<file path="src/rtl/ttbt_defines.vh">
// Constants for the transmit backplane timing block
`ifndef TTBT_DEFINES_VH
`define TTBT_DEFINES_VH
// Register byte addresses
`define TTBT_ADDR_CTRL      12'h000
`define TTBT_ADDR_BLOCK     12'h004
`define TTBT_ADDR_GATE      12'h008
`define TTBT_ADDR_NCO       12'h00c
`define TTBT_ADDR_STATUS    12'h010
// Control fields
`define TTBT_CTRL_E1        0
`define TTBT_CTRL_ELASTIC   1
`define TTBT_CTRL_INTCLK    2
`define TTBT_CTRL_GATED     3
`define TTBT_CTRL_ESF       4
`define TTBT_CTRL_IBO_EN    5
`define TTBT_CTRL_IBO_SEL   7:6
`define TTBT_CTRL_IBO_POS   10:8
`define TTBT_CTRL_WIDTH     11
`define TTBT_CTRL_RESET     11'h000
`define TTBT_MASK_RESET     32'h00000000
// NCO step for 1.544 MHz from the 20 MHz clock (2^32 * 1.544 / 20)
`define TTBT_NCO_RESET      32'h13c3615f
// Frame structure
`define TTBT_BIT_LAST       3'h7
`define TTBT_CHANS_T1       9'h018
`define TTBT_CHANS_E1       9'h020
`define TTBT_MF_LAST_SF     5'h0b
`define TTBT_MF_LAST_ESF    5'h17
`define TTBT_MF_LAST_E1     5'h0f
// Synchroniser input indices
`define TTBT_SYN_LINE       0
`define TTBT_SYN_SYS        1
`define TTBT_SYN_DATA       2
`define TTBT_SYN_FSYNC      3
`define TTBT_SYN_NUM        4
`endif

</file>
<file path="src/rtl/ttbt_top.v">
// Transmit backplane timing: channel clock, channel block and serial capture
//
// Summary of operation
// - A T1 frame is one framing bit then 24 eight-bit channels.
// - Channel bits go MSB first; bit 8, the LSB, goes last.
// - Superframe groups 12 frames, extended superframe groups 24 frames.
// - Without elastic store, serial input sampled on falling line clock edge.
// - With elastic store, serial input sampled on falling system clock edge.
// - Channel clock pulses high during each channel LSB.
// - Channel clock may instead output a per-channel gated bit clock.
// - Channel outputs follow line clock, or system clock with elastic store.
// - Channel block level is programmable for every channel.
// - Formatter timing runs from a 1.544 or 2.048 MHz line clock.
// - Line clock may be derived internally from the master clock.
// - System clock used only with elastic store; several backplane rates.
// - Master clock serves T1 and E1 alike.
// - Elastic store setting only moves timing to the system clock; there is no buffer or slip handling.
// - Interleaved bus lets up to eight ports share one backplane.
//
// The placing of the registers and the APB register port are this design's own decisions.
`timescale 1ns/1ps
`include "ttbt_defines.vh"

module ttbt_top
(
    input  wire        pclk,
    input  wire        presetn,
    input  wire        psel,
    input  wire        penable,
    input  wire        pwrite,
    input  wire [11:0] paddr,
    input  wire [31:0] pwdata,
    output reg  [31:0] prdata,
    output reg         pready,
    output reg         pslverr,
    input  wire        tx_line_clock,
    input  wire        tx_system_clock,
    input  wire        tx_serial_in,
    input  wire        tx_frame_sync,
    output reg         tx_chan_clock,
    output reg         tx_chan_block
);

    reg  [`TTBT_CTRL_WIDTH-1:0] ctrl_q;
    reg  [31:0]                 block_q;
    reg  [31:0]                 gate_q;
    reg  [31:0]                 nco_step_q;
    reg  [31:0]                 nco_acc_q;
    reg                         nco_msb_q;
    reg                         fbit_q;
    reg  [7:0]                  chan_q;
    reg  [2:0]                  bit_q;
    reg  [4:0]                  mf_q;
    reg                         sync_pend_q;
    reg  [6:0]                  shift_q;
    reg  [7:0]                  last_byte_q;
    reg  [7:0]                  last_chan_q;

    wire [`TTBT_SYN_NUM-1:0]    syn_in;
    wire [`TTBT_SYN_NUM-1:0]    syn_now;
    wire [`TTBT_SYN_NUM-1:0]    syn_prev;

    assign syn_in[`TTBT_SYN_LINE]  = tx_line_clock;
    assign syn_in[`TTBT_SYN_SYS]   = tx_system_clock;
    assign syn_in[`TTBT_SYN_DATA]  = tx_serial_in;
    assign syn_in[`TTBT_SYN_FSYNC] = tx_frame_sync;

    // Three-stage synchronisers for all pins from outside the pclk domain
    genvar gi;
    generate
        for (gi = 0; gi < `TTBT_SYN_NUM; gi = gi + 1)
        begin : g_sync
            reg s1_q;
            reg s2_q;
            reg s3_q;
            reg val_q;
            always @(posedge pclk or negedge presetn)
            begin
                if (!presetn)
                begin
                    s1_q  <= 1'b0;
                    s2_q  <= 1'b0;
                    s3_q  <= 1'b0;
                    val_q <= 1'b0;
                end
                else
                begin
                    s1_q <= syn_in[gi];
                    s2_q <= s1_q;
                    s3_q <= s2_q;
                    // A new level counts only once two stages agree
                    if (s2_q == s3_q)
                    begin
                        val_q <= s3_q;
                    end
                end
            end
            assign syn_now[gi]  = (s2_q == s3_q) ? s3_q : val_q;
            assign syn_prev[gi] = val_q;
        end
    endgenerate

    wire e1_mode    = ctrl_q[`TTBT_CTRL_E1];
    wire elastic_en = ctrl_q[`TTBT_CTRL_ELASTIC];
    wire int_clk    = ctrl_q[`TTBT_CTRL_INTCLK];
    wire gated_mode = ctrl_q[`TTBT_CTRL_GATED];
    wire esf_mode   = ctrl_q[`TTBT_CTRL_ESF];
    wire ibo_en     = ctrl_q[`TTBT_CTRL_IBO_EN];
    wire [1:0] ibo_sel = ctrl_q[`TTBT_CTRL_IBO_SEL];
    wire [2:0] ibo_pos = ctrl_q[`TTBT_CTRL_IBO_POS];

    // Master-clock NCO standing in for the internally sourced line clock
    wire [31:0] nco_next = nco_acc_q + nco_step_q;

    // Clock source selection and edge detection
    // Pin clock edges come from the filtered level, a few pclk late
    reg clk_prev;
    reg clk_now;
    always @*
    begin
        if (elastic_en)
        begin
            clk_prev = syn_prev[`TTBT_SYN_SYS];
            clk_now  = syn_now[`TTBT_SYN_SYS];
        end
        else if (int_clk)
        begin
            clk_prev = nco_msb_q;
            clk_now  = nco_acc_q[31];
        end
        else
        begin
            clk_prev = syn_prev[`TTBT_SYN_LINE];
            clk_now  = syn_now[`TTBT_SYN_LINE];
        end
    end

    wire rise_e  = clk_now & ~clk_prev;
    wire fall_e  = ~clk_now & clk_prev;
    wire clk_lvl = clk_prev;

    // Frame geometry
    // E1 and interleaved frames carry no framing bit
    wire       has_fbit  = ~e1_mode & ~ibo_en;
    wire [8:0] chan_base = (e1_mode | ibo_en) ? `TTBT_CHANS_E1 : `TTBT_CHANS_T1;
    wire [8:0] chan_tot  = ibo_en ? (chan_base << ibo_sel) : chan_base;
    wire [8:0] chan_lm1  = chan_tot - 9'h001;
    wire [7:0] chan_last = chan_lm1[7:0];
    // Multiframe wraps at 12, 24 or 16 frames
    wire [4:0] mf_last   = e1_mode ? `TTBT_MF_LAST_E1 :
                           (esf_mode ? `TTBT_MF_LAST_ESF : `TTBT_MF_LAST_SF);

    // Interleave: port slot is the low channel bits, local channel the rest
    wire [7:0] port_mask = ibo_en ? ((8'h01 << ibo_sel) - 8'h01) : 8'h00;
    wire [7:0] chan_shr  = chan_q >> ibo_sel;
    wire [4:0] local_ch  = ibo_en ? chan_shr[4:0] : chan_q[4:0];
    wire       own_slot  = ((chan_q & port_mask) == ({5'h00, ibo_pos} & port_mask));
    wire       is_lsb    = ~fbit_q & (bit_q == `TTBT_BIT_LAST);

    // Bit, channel and multiframe counters
    always @(posedge pclk or negedge presetn)
    begin
        if (!presetn)
        begin
            // Counters start at channel 0, bit 0
            fbit_q      <= 1'b0;
            chan_q      <= 8'h00;
            bit_q       <= 3'h0;
            mf_q        <= 5'h00;
            sync_pend_q <= 1'b0;
        end
        else
        begin
            // Sync seen at a fall acts on the next rise
            if (fall_e && syn_prev[`TTBT_SYN_FSYNC])
            begin
                sync_pend_q <= 1'b1;
            end
            if (rise_e)
            begin
                if (sync_pend_q)
                begin
                    sync_pend_q <= 1'b0;
                    fbit_q      <= has_fbit;
                    chan_q      <= 8'h00;
                    bit_q       <= 3'h0;
                    mf_q        <= (mf_q >= mf_last) ? 5'h00 : mf_q + 5'h01;
                end
                else if (fbit_q)
                begin
                    fbit_q <= 1'b0;
                end
                else if (bit_q == `TTBT_BIT_LAST)
                begin
                    bit_q <= 3'h0;
                    if (chan_q >= chan_last)
                    begin
                        chan_q <= 8'h00;
                        fbit_q <= has_fbit;
                        mf_q   <= (mf_q >= mf_last) ? 5'h00 : mf_q + 5'h01;
                    end
                    else
                    begin
                        chan_q <= chan_q + 8'h01;
                    end
                end
                else
                begin
                    bit_q <= bit_q + 3'h1;
                end
            end
        end
    end

    // Serial capture, MSB first, on the falling edge of the selected clock
    always @(posedge pclk or negedge presetn)
    begin
        if (!presetn)
        begin
            shift_q     <= 7'h00;
            last_byte_q <= 8'h00;
            last_chan_q <= 8'h00;
        end
        // Framing bit is not part of any byte
        else if (fall_e && !fbit_q)
        begin
            shift_q <= {shift_q[5:0], syn_prev[`TTBT_SYN_DATA]};
            if (bit_q == `TTBT_BIT_LAST)
            begin
                last_byte_q <= {shift_q, syn_prev[`TTBT_SYN_DATA]};
                last_chan_q <= chan_q;
            end
        end
    end

    // Channel clock and channel block outputs
    always @(posedge pclk or negedge presetn)
    begin
        if (!presetn)
        begin
            tx_chan_clock <= 1'b0;
            tx_chan_block <= 1'b0;
        end
        else
        begin
            if (gated_mode)
            begin
                // Gated bit clock follows the selected clock level
                tx_chan_clock <= clk_lvl & ~fbit_q & own_slot & gate_q[local_ch];
            end
            else
            begin
                tx_chan_clock <= is_lsb & own_slot;
            end
            tx_chan_block <= ~fbit_q & own_slot & block_q[local_ch];
        end
    end

    // NCO
    // Accumulator MSB is the internal line clock
    always @(posedge pclk or negedge presetn)
    begin
        if (!presetn)
        begin
            nco_acc_q <= 32'h00000000;
            nco_msb_q <= 1'b0;
        end
        else
        begin
            nco_acc_q <= nco_next;
            nco_msb_q <= nco_acc_q[31];
        end
    end

    // APB slave: one wait-free access phase, read data registered at setup
    wire setup_ph = psel & ~penable;
    wire wr_en    = psel & penable & pready & pwrite;
    wire mapped   = (paddr == `TTBT_ADDR_CTRL) | (paddr == `TTBT_ADDR_BLOCK) |
                    (paddr == `TTBT_ADDR_GATE) | (paddr == `TTBT_ADDR_NCO) |
                    (paddr == `TTBT_ADDR_STATUS);

    reg [31:0] rd_mux;
    always @*
    begin
        case (paddr)
            `TTBT_ADDR_CTRL:   rd_mux = {21'h000000, ctrl_q};
            `TTBT_ADDR_BLOCK:  rd_mux = block_q;
            `TTBT_ADDR_GATE:   rd_mux = gate_q;
            `TTBT_ADDR_NCO:    rd_mux = nco_step_q;
            `TTBT_ADDR_STATUS: rd_mux = {mf_q, chan_q, bit_q, last_chan_q, last_byte_q};
            default:           rd_mux = 32'h00000000;
        endcase
    end

    always @(posedge pclk or negedge presetn)
    begin
        if (!presetn)
        begin
            pready  <= 1'b0;
            pslverr <= 1'b0;
            prdata  <= 32'h00000000;
        end
        else
        begin
            pready  <= setup_ph;
            // Unmapped offsets answer with an error
            pslverr <= setup_ph & ~mapped;
            prdata  <= (setup_ph & ~pwrite) ? rd_mux : 32'h00000000;
        end
    end

    always @(posedge pclk or negedge presetn)
    begin
        if (!presetn)
        begin
            ctrl_q     <= `TTBT_CTRL_RESET;
            block_q    <= `TTBT_MASK_RESET;
            gate_q     <= `TTBT_MASK_RESET;
            nco_step_q <= `TTBT_NCO_RESET;
        end
        else if (wr_en)
        begin
            case (paddr)
                `TTBT_ADDR_CTRL:  ctrl_q     <= pwdata[`TTBT_CTRL_WIDTH-1:0];
                `TTBT_ADDR_BLOCK: block_q    <= pwdata;
                `TTBT_ADDR_GATE:  gate_q     <= pwdata;
                `TTBT_ADDR_NCO:   nco_step_q <= pwdata;
                // STATUS is read-only; writes are dropped
                default:          ctrl_q     <= ctrl_q;
            endcase
        end
    end

endmodule // ttbt_top

</file>
<file path="config.mk">
export PLATFORM = sky130hd
export DESIGN_NAME = ttbt_top
export DESIGN_NICKNAME = d
export VERILOG_FILES = /design/src/rtl/ttbt_top.v
export VERILOG_INCLUDE_DIRS = /design/src /design/src/rtl
export SDC_FILE = /design/constraint.sdc
export NUM_CORES = 1
export LEC_CHECK = 0
export CORE_MARGIN = 2
export CORE_UTILIZATION = 50
export DETAILED_ROUTE_END_ITERATION = 10
export DONT_BUFFER_PORTS = 1
export PLACE_DENSITY = 0.79
export SETUP_SLACK_MARGIN = 0.5
export SYNTH_ARGS = -nofsm -noshare
export SYNTH_HDL_FRONTEND = slang
export SYNTH_SLANG_ARGS = --single-unit
</file>
<file path="constraint.sdc">
create_clock -name pclk -period 3.2 [get_ports pclk]
set_clock_uncertainty 0.2 [all_clocks]
set_input_delay 0.48 -clock pclk [delete_from_list [all_inputs] [get_ports pclk]]
set_output_delay 0.48 -clock pclk [all_outputs]
set_load 0.005 [all_outputs]
</file>
Yosys cells after proc, flatten, opt, wreduce, memory -nomap -nowiden --
Cells that the tools add are included. Widths: inputs -> output; s select.
Storage, ports and cells: flip-flop bits (word level) 233, bits in writable memories 0, bits of input ports 53, bits in read-only memories 0, latch bits 0, memories 0
Cells by class: div/mod/pow operators 0, magnitude comparators 3, bitwise operators 31, reductions and logical operators 14, multipliers 0, eq/ne operators 11, multiplexer cells 38, shift operators 3, $add $sub $neg 6
Operators by type and width (count):
- $pmux 32 s5 | 1
- $mux 8 | 6
- $mux 5 | 8
- $add 32x32->32 | 1
- $mux 32 | 1
- $eq 12x4->1 const B | 2
- $and 1x1->1 | 16
- $mux 1 | 16
- $sub 8x1->8 const B | 2
- $eq 12x3->1 const B | 1
- $eq 12x5->1 const B | 1
- $logic_not 12->1 | 1
- $reduce_and 2->1 | 6
- $bmux 1 s5 | 2
- $mux 3 | 3
- $add 8x1->8 const B | 1
- $and 3x8->8 | 1
- $and 8x8->8 | 1
- $eq 8x8->1 | 1
- $ge 8x8->1 | 1
- $not 1->1 | 8
- $shl 1x2->8 const A | 1
- $shl 6x2->8 | 1
- $shr 8x2->5 | 1
- 14 further kinds | 23

Depth between registers and ports, before layout --
Gate-level depths: netlist of the first run.
depth after elaboration 10, depth in mapped cells 12

Worst setup path after synthesis of the first run --
Ideal clock, no wire load.
path kind register to register, start register ctrl_q[5], end register chan_q[4], stages on the path, launching flop included 12, data required time 2.905 ns, arrival time 2.690 ns, clock period less this slack 2.985 ns, setup time 0.095 ns, setup slack 0.215 ns, cell sequence dfrtp_1 > buf_2 > nor2_1 > inv_1 > ha_1 > ha_1 > a21o_1 > a21o_1 > a21o_1 > a211o_1 > or2_2 > o31ai_1
On the way: cells in the longest elaborated chain, start to end 10
RTL lines:
- start: declaration | line ttbt_top.v:44 | reg [`TTBT_CTRL_WIDTH-1:0] ctrl_q;
- start signal: assignment | line ttbt_top.v:316 | ctrl_q <= `TTBT_CTRL_RESET;
- start signal: assignment | line ttbt_top.v:324 | `TTBT_ADDR_CTRL: ctrl_q <= pwdata[`TTBT_CTRL_WIDTH-1:0];
- start signal: assignment | line ttbt_top.v:329 | default: ctrl_q <= ctrl_q;
- $or 1x1->1 | line ttbt_top.v:145 | wire [8:0] chan_base = (e1_mode | ibo_en) ? `TTBT_CHANS_E1 : `TTBT_CHANS_T1;
- $mux 6 (no source line)
- $shl 6x2->8 | line ttbt_top.v:146 | wire [8:0] chan_tot = ibo_en ? (chan_base << ibo_sel) : chan_base;
- $mux 8 * | line ttbt_top.v:146
- $sub 8x1->8 * | line ttbt_top.v:147 | wire [8:0] chan_lm1 = chan_tot - 9'h001;
- $ge 8x8->1 * | line ttbt_top.v:196 | if (chan_q >= chan_last)
- $mux 8 * | line ttbt_top.v:196
- $mux 8 * | line ttbt_top.v:193 | else if (bit_q == `TTBT_BIT_LAST)
- $mux 8 * | line ttbt_top.v:189 | else if (fbit_q)
- $mux 8 * | line ttbt_top.v:181 | if (sync_pend_q)
- end signal: assignment | line ttbt_top.v:204 | chan_q <= chan_q + 8'h01;
- end: declaration | line ttbt_top.v:51 | reg [7:0] chan_q;
Every way passes the cells marked *; elsewhere a longest branch is shown, timed or not. The select of a mux whose other input is x is not followed. A chain may end at the register's enable or synchronous reset.

Final worst setup path of the first run --
start register nco_step_q[2], end register nco_acc_q[16]
On the way: cells in the longest elaborated chain, start to end 1
RTL lines:
- start: declaration | line ttbt_top.v:47 | reg [31:0] nco_step_q;
- start signal: assignment | line ttbt_top.v:319 | nco_step_q <= `TTBT_NCO_RESET;
- start signal: assignment | line ttbt_top.v:327 | `TTBT_ADDR_NCO: nco_step_q <= pwdata;
- $add 32x32->32 | line ttbt_top.v:113 | wire [31:0] nco_next = nco_acc_q + nco_step_q;
- via nco_next[16] | line ttbt_top.v:113
- end signal: assignment | line ttbt_top.v:270 | nco_acc_q <= nco_next;
- end: declaration | line ttbt_top.v:48 | reg [31:0] nco_acc_q;
The timed path passes the listed nets, and every way through them passes these cells.

==> run metrics, run 1 <==
core box area=0.0234 mm^2; final worst path period share=0.893; # clock sinks=~230; CP bufs+invs=2; hold crit path type=input pin to asynchronous set/reset pin; worst vdd ir=394 uV; fin util=0.611; area added between synthesis and finish=20.2%; Fin Setup TNS=0 ns; GRT Residual Overflow=0; # hold bufs at CTS=39; Mapped Area=0.0119 mm^2; async set-reset flop share out of synthesis=1.00; max cap viols=0; Clock transition at path regs=0.06 ns; EDFF count, synth=0; crit path DAT=3.08 ns; Post-DP Area=0.0123 mm^2; Vert. Die Dim=158 um; CTS max path bufs=3; Worst R2R Path Depth=10; RSZ-0062 raised after global routing=true; Final Hold Viols=233; pre-CTS setup slack=approximately 0.17 ns; P_leak=6.67 nW; syn_nets=1,112; final slew viol count=0; Vias/cell=~6.0; sequential fraction of the synthesis area=0.492; final wirelength=29.9 mm; ys flop type=dfrtp_1; FF+latch area=0.00586 mm^2; vias=8,606; warnings from Yosys=0; post-synth top area share=0.457; final setup margin=0.343 ns; DRT iter0 DRCs=674; multi-input logic area=between 0.006 and 0.007 mm^2; stages on the worst setup path=10; capturing point of the worst reg2reg path=nco_acc_q[16]$_DFF_PN0_; Total GRT Usage=0.234; post-synthesis area per instance=11.7 um^2; DIE AREA=~0.025 mm^2; Root Buffer=clkbuf_16; # DRC=0; CP required=3.42 ns; Synth area leader=dfrtp_1; WL per Instance=20.9 um; final hold slack=-0.541 ns; largest delay contributor family on the critical path=compound AO/OA/AOI/OAI gates; Row Count=56; Cell Pwr Density=around 520 mW/mm^2; Skew-Pair Late Insertion Delay=0.52 ns; most frequent cells in the layout=dfrtp_1, mux2_2, nor2_1; min Tclk post-route=2.86 ns; slowest CP cell=dfstp_2; Filler Cell Count=1,734; r2r setup slk=0.34 ns; CTS tree=done; first-pass GRT wire length=46.2 mm; Achievable Freq=0.350 GHz; commonest non-fill, non-tap cell in the layout=dfrtp_1; CTS buffer count=25; status=complete, but fails checks; setup-violating endpoint count in the final report=0; Slew @ Worst Pin=0.747 ns; synth unique cells=just under 70; startpoint types=flip-flop; NumNets Final=1,189; final instance area=0.0143 mm^2; biggest cell delay along the critical path=approximately 0.57 ns; Synth Instances=a little over 1k; gpl congestion=around 0.87; Setup crit end kind=flip-flop; Post-DRT Antenna Nets=0; r2r startpoint=nco_step_q[2]$_DFFE_PN1P_; Setup CP Type=flip-flop to flip-flop; Pre-antenna DRT Iters=6; crit-path max FO=4; Area contributors post-synth=dfrtp_1, mux2_2, ha_1; failing checks=hold timing; Critical Path End=nco_acc_q[16]$_DFF_PN0_; total power draw=approximately 7.4 mW; number of H-tree levels=1; DP HPWL=19.2 mm; critical path launch point=nco_step_q[2]$_DFFE_PN1P_; number of global-route vias before repair=8,411; #FFs+latches synth=around 230; critical-path cell list=ha_4, nor2b_2, o31a_1, o31a_1, a21oi_2, buf_4, buf_4, nand2b_1, a21oi_1, xnor2_1; Die Width=approximately 160 um; IO Port Bufs=0; Starting Density=0.508; slew margin rel.=0.502; maximum number of pins on one net before global-route repair=between 200 and 250; share of cells above drive strength 1=0.325; Ports=just under 90; initial antenna violation count=2
[cell type report]
cell class,instances,area share
multi-input cells,705,0.423
flip-flops and latches,233,0.410
repair buffers,101,0.0651
clock buffers,30,0.0472
well taps,319,0.0279
clock inverters,16,0.0202
inverters,25,0.00657
diodes,2,0.000350
[stage by stage]
step	std cells	hold WS [ns]
detailed placement	1301	-0.00768
finish	1431	-0.541
CTS	1407	-0.550
floorplan	1014	-0.0156
global route	1429	-0.555
global placement	1301	-0.00549
[registers in the layout (all words and copies together), names as in the netlist, 5 cells and up]
signal	count
mf_q	5
nco_step_q	32
shift_q	7
block_q	32
last_chan_q	8
last_byte_q	8
chan_q	8
nco_acc_q	32
gate_q	32
prdata	32
ctrl_q	11
[timing repair]
action / CTS / global route
endpoints found under the setup margin: 42 / 28
endpoints found under the hold margin: 346 / 233
gates resized for setup: 32 / 46
pin swaps: 22 / 24
setup buffers: 21 / 22
[how the worst min path moves through the flow]
stage,from,endpoint,depth (start not counted)
floorplan,presetn,bit_q[0]$_DFFE_PN0P_,0
global placement,presetn,g_sync[2].s3_q$_DFF_PN0_,0
detailed placement,presetn,g_sync[2].s2_q$_DFF_PN0_,0
CTS,presetn,g_sync[2].s2_q$_DFF_PN0_,0
global route,presetn,g_sync[2].s3_q$_DFF_PN0_,0
finish,presetn,g_sync[2].s3_q$_DFF_PN0_,0
[cell families (layout without fill, tap and decap cells)]
logic type,after synthesis,count (layout),synth area share
mux,203,203,0.202
simple gates,211,211,0.0849
other cells,0,2,0
xor+xnor,27,27,0.0199
compound gates,215,215,0.122
buf+inv,76,172,0.0282
flops,233,233,0.492
fa+ha+maj,49,49,0.0513
[layer usage]
layer	wire [um]	GRT usage	share of wire	vias up
li1	-	-	-	3854
met1	12600	0.321	0.42	4330
met2	14400	0.381	0.48	339
met3	1990	0.0441	0.067	79
met4	892	0.0665	0.030	4
met5	27	0	0.00090	-
[Yosys cell counts (12+ instances only)]
cell / number
xor2_1: 12
buf_2: 13
mux2i_1: 36
a22oi_1: 21
clkbuf_1: 27
mux2_2: 153
mux4_2: 12
a21o_1: 12
nor2_1: 76
o22ai_1: 13
nand3_1: 22
dfstp_2: 16
a21oi_1: 48
xnor2_1: 15
nand2_1: 50
o21ai_0: 44
a22o_1: 23
dfrtp_1: 217
ha_1: 44
inv_1: 25
nor2b_1: 12
[power breakdown]
part           leakage, nW  switching [mW]  internal [mW]
registers             3.10           0.149           3.10
logic                 3.10           0.387          0.466
clock network        0.469            1.19           2.15
(Power assumes the default switching activity.)
==> inputs of run 2 (changes only) <==
Settings changed: ABC_AREA from default to 1.
==> run metrics, run 2 <==
status=complete, but fails checks; failing checks=hold timing; final wirelength=33.1 mm (+11%); max cap viols=0 (unchanged); CP required=3.46 ns (+0.04 ns); Worst R2R Path Depth=8 (-2); NumNets Final=1,513 (+27%); core box area=0.0235 mm^2 (+0.30%); Pre-antenna DRT Iters=6 (unchanged); Setup crit end kind=flip-flop; Slew @ Worst Pin=0.752 ns (+0.00531 ns); async set-reset flop share out of synthesis=1.00 (unchanged); warnings from Yosys=0 (unchanged); Vert. Die Dim=159 um (+0.36%); WL per Instance=18.9 um (-9.4%); Skew-Pair Late Insertion Delay=0.53 ns (about the same); Setup CP Type=flip-flop to flip-flop; Final Hold Viols=233 (unchanged); GRT Residual Overflow=0 (unchanged); startpoint types=flip-flop; min Tclk post-route=2.60 ns (-0.262 ns); final hold slack=-0.555 ns (-0.0140 ns); fin util=0.574 (-0.0369); capturing point of the worst reg2reg path=nco_acc_q[25]$_DFF_PN0_; CTS buffer count=26 (+4.0%); # diodes=0 (-2); syn_nets=1,487 (+34%); Row Count=56 (unchanged); setup-violating endpoint count in the final report=0 (unchanged); synth unique cells=57 (-17%); most common cell in the netlist=nand2_1; IO Port Bufs=0 (unchanged); maximum number of pins on one net before global-route repair=234 (unchanged); commonest non-fill, non-tap cell in the layout=nand2_1; Root Buffer=clkbuf_16; Area contributors post-synth=dfrtp_1, nand2_1, ha_1; most frequent cells in the layout=nand2_1, dfrtp_1, inv_1; CTS max path bufs=3 (unchanged); Vias/cell=5.83 (-3.0%); Ports=89 (unchanged); Synth Instances=1,389 (+37%); final worst path period share=0.811 (-0.0818); # hold bufs at CTS=31 (-21%); hold crit path type=input pin to asynchronous set/reset pin; RSZ-0062 raised after global routing=false; Cell Pwr Density=540 mW/mm^2 (+3.9%); final instance area=0.0135 mm^2 (-5.8%); crit-path max FO=5 (+1); ys flop type=dfrtp_1; Post-DRT Antenna Nets=0 (unchanged); critical path launch point=nco_step_q[17]$_DFFE_PN1P_; Starting Density=0.511 (+0.00227); Achievable Freq=0.385 GHz (+10%); area added between synthesis and finish=12.4%; CTS tree=done; gpl congestion=0.947 (+8.5%); number of global-route vias before repair=9,864 (+17%); sequential fraction of the synthesis area=0.488 (-0.00365); share of cells above drive strength 1=0.0927 (-0.232); worst vdd ir=412 uV (+4.6%); Synth area leader=dfrtp_1; Post-DP Area=0.0122 mm^2 (-0.77%); slew margin rel.=0.494 (-0.00816); number of H-tree levels=1 (unchanged); post-synth top area share=0.453 (-0.00338); P_leak=6.24 nW (-6.4%); Total GRT Usage=0.261 (+0.0269); Critical Path End=nco_acc_q[25]$_DFF_PN0_; EDFF count, synth=0 (unchanged); #FFs+latches synth=233 (unchanged); Non-Filler Instances=1,753 (+23%); DIE AREA=0.0252 mm^2 (+0.73%); # clock sinks=233 (unchanged); DRT iter0 DRCs=1,181 (+75%); first-pass GRT wire length=53.1 mm (+15%); Die Width=159 um (+0.36%); Fin Setup TNS=0 ns (unchanged); post-placement cell count=1,671 (+28%); r2r startpoint=nco_step_q[17]$_DFFE_PN1P_; DP HPWL=23.0 mm (+20%); post-synthesis area per instance=8.63 um^2 (-26%); final slew viol count=0 (unchanged); vias=10.2k (+19%); Mapped Area=0.0120 mm^2 (+0.75%); crit path DAT=2.85 ns (-0.23 ns); r2r setup slk=0.60 ns (+0.26 ns); Filler Cell Count=2,027 (+17%); Clock transition at path regs=0.06 ns (about the same); # DRC=0 (unchanged); synth cell count leaders=nand2_1, dfrtp_1, inv_1, o21ai_0, nand3_1; initial antenna violation count=0 (-2)
==> run 2: final cells by class <==
class                           count  area (um^2)  area share
Sequential cell                   233         5850       0.434
Multi-Input combinational cell    970         5370       0.399
Clock buffer                       39          771      0.0572
Inverter                          134          508      0.0377
Timing Repair Buffer               50          453      0.0336
Tap cell                          319          399      0.0296
Clock inverter                      8          115     0.00855
==> run 2: logic make-up (layout without fill, tap and decap cells) <==
kind of cell,count (synthesis),count (layout),synth area share
AOI/OAI and AO/OA,304,305,0.145
xor gates and xnor gates,38,38,0.0278
adders and majority gates,48,48,0.0501
buffers and inverters,188,231,0.0706
DFF,233,233,0.488
and+or+nand+nor,578,579,0.219
==> run 2: timing repair <==
action,in CTS,in global routing
resized for setup,1,14
cloned,0,2
setup endpoints to repair,3,22
setup buffers,0,2
endpoints found under the hold margin,302,233
pin swaps,0,5
==> run 2: per-layer routing <==
layer  GRT usage  up-vias  wire, um
li1            -     4742         -
met1       0.368     4917     13900
met2       0.409      483     15200
met3      0.0426       80      2960
met4      0.0909        0      1050
met5           0        -         0
==> run 2: worst min path at each step <==
stage	slack [ns]	to	from
after floorplan	-0.02	bit_q[0]$_DFFE_PN0P_	presetn
after global placement	-0.002	g_sync[0].s1_q$_DFF_PN0_	presetn
after detailed placement	-0.005	g_sync[0].s2_q$_DFF_PN0_	presetn
after CTS	-0.56	block_q[16]$_DFFE_PN0P_	presetn
after global routing	-0.57	g_sync[0].s2_q$_DFF_PN0_	presetn
final	-0.55	pready$_DFF_PN0_	presetn
==> run 2: critical path, stage by stage (launching register included) <==
cell and delay, ns:
dfstp_2 0.57, ha_1 0.23, nand2_1 0.16, nor4_1 0.69, nand3_1 0.15, o211ai_1 0.21, nand2_1 0.09, nand2_1 0.09
xor2_1 0.14
==> run 2: stage by stage <==
stage,setup slack (ns),power (mW)
2_1_floorplan,0.757,3.96
6_report,0.605,7.28
3_3_place_gp,0.579,4.12
4_1_cts,0.538,7.24
5_1_grt,0.504,7.55
3_5_place_dp,0.480,4.14
==> run 2: report_power, final <==
group          switching [mW]  leakage, nW  internal [mW]
logic                   0.665         2.67          0.326
clock network            1.19        0.439           1.90
registers               0.121         3.14           3.08
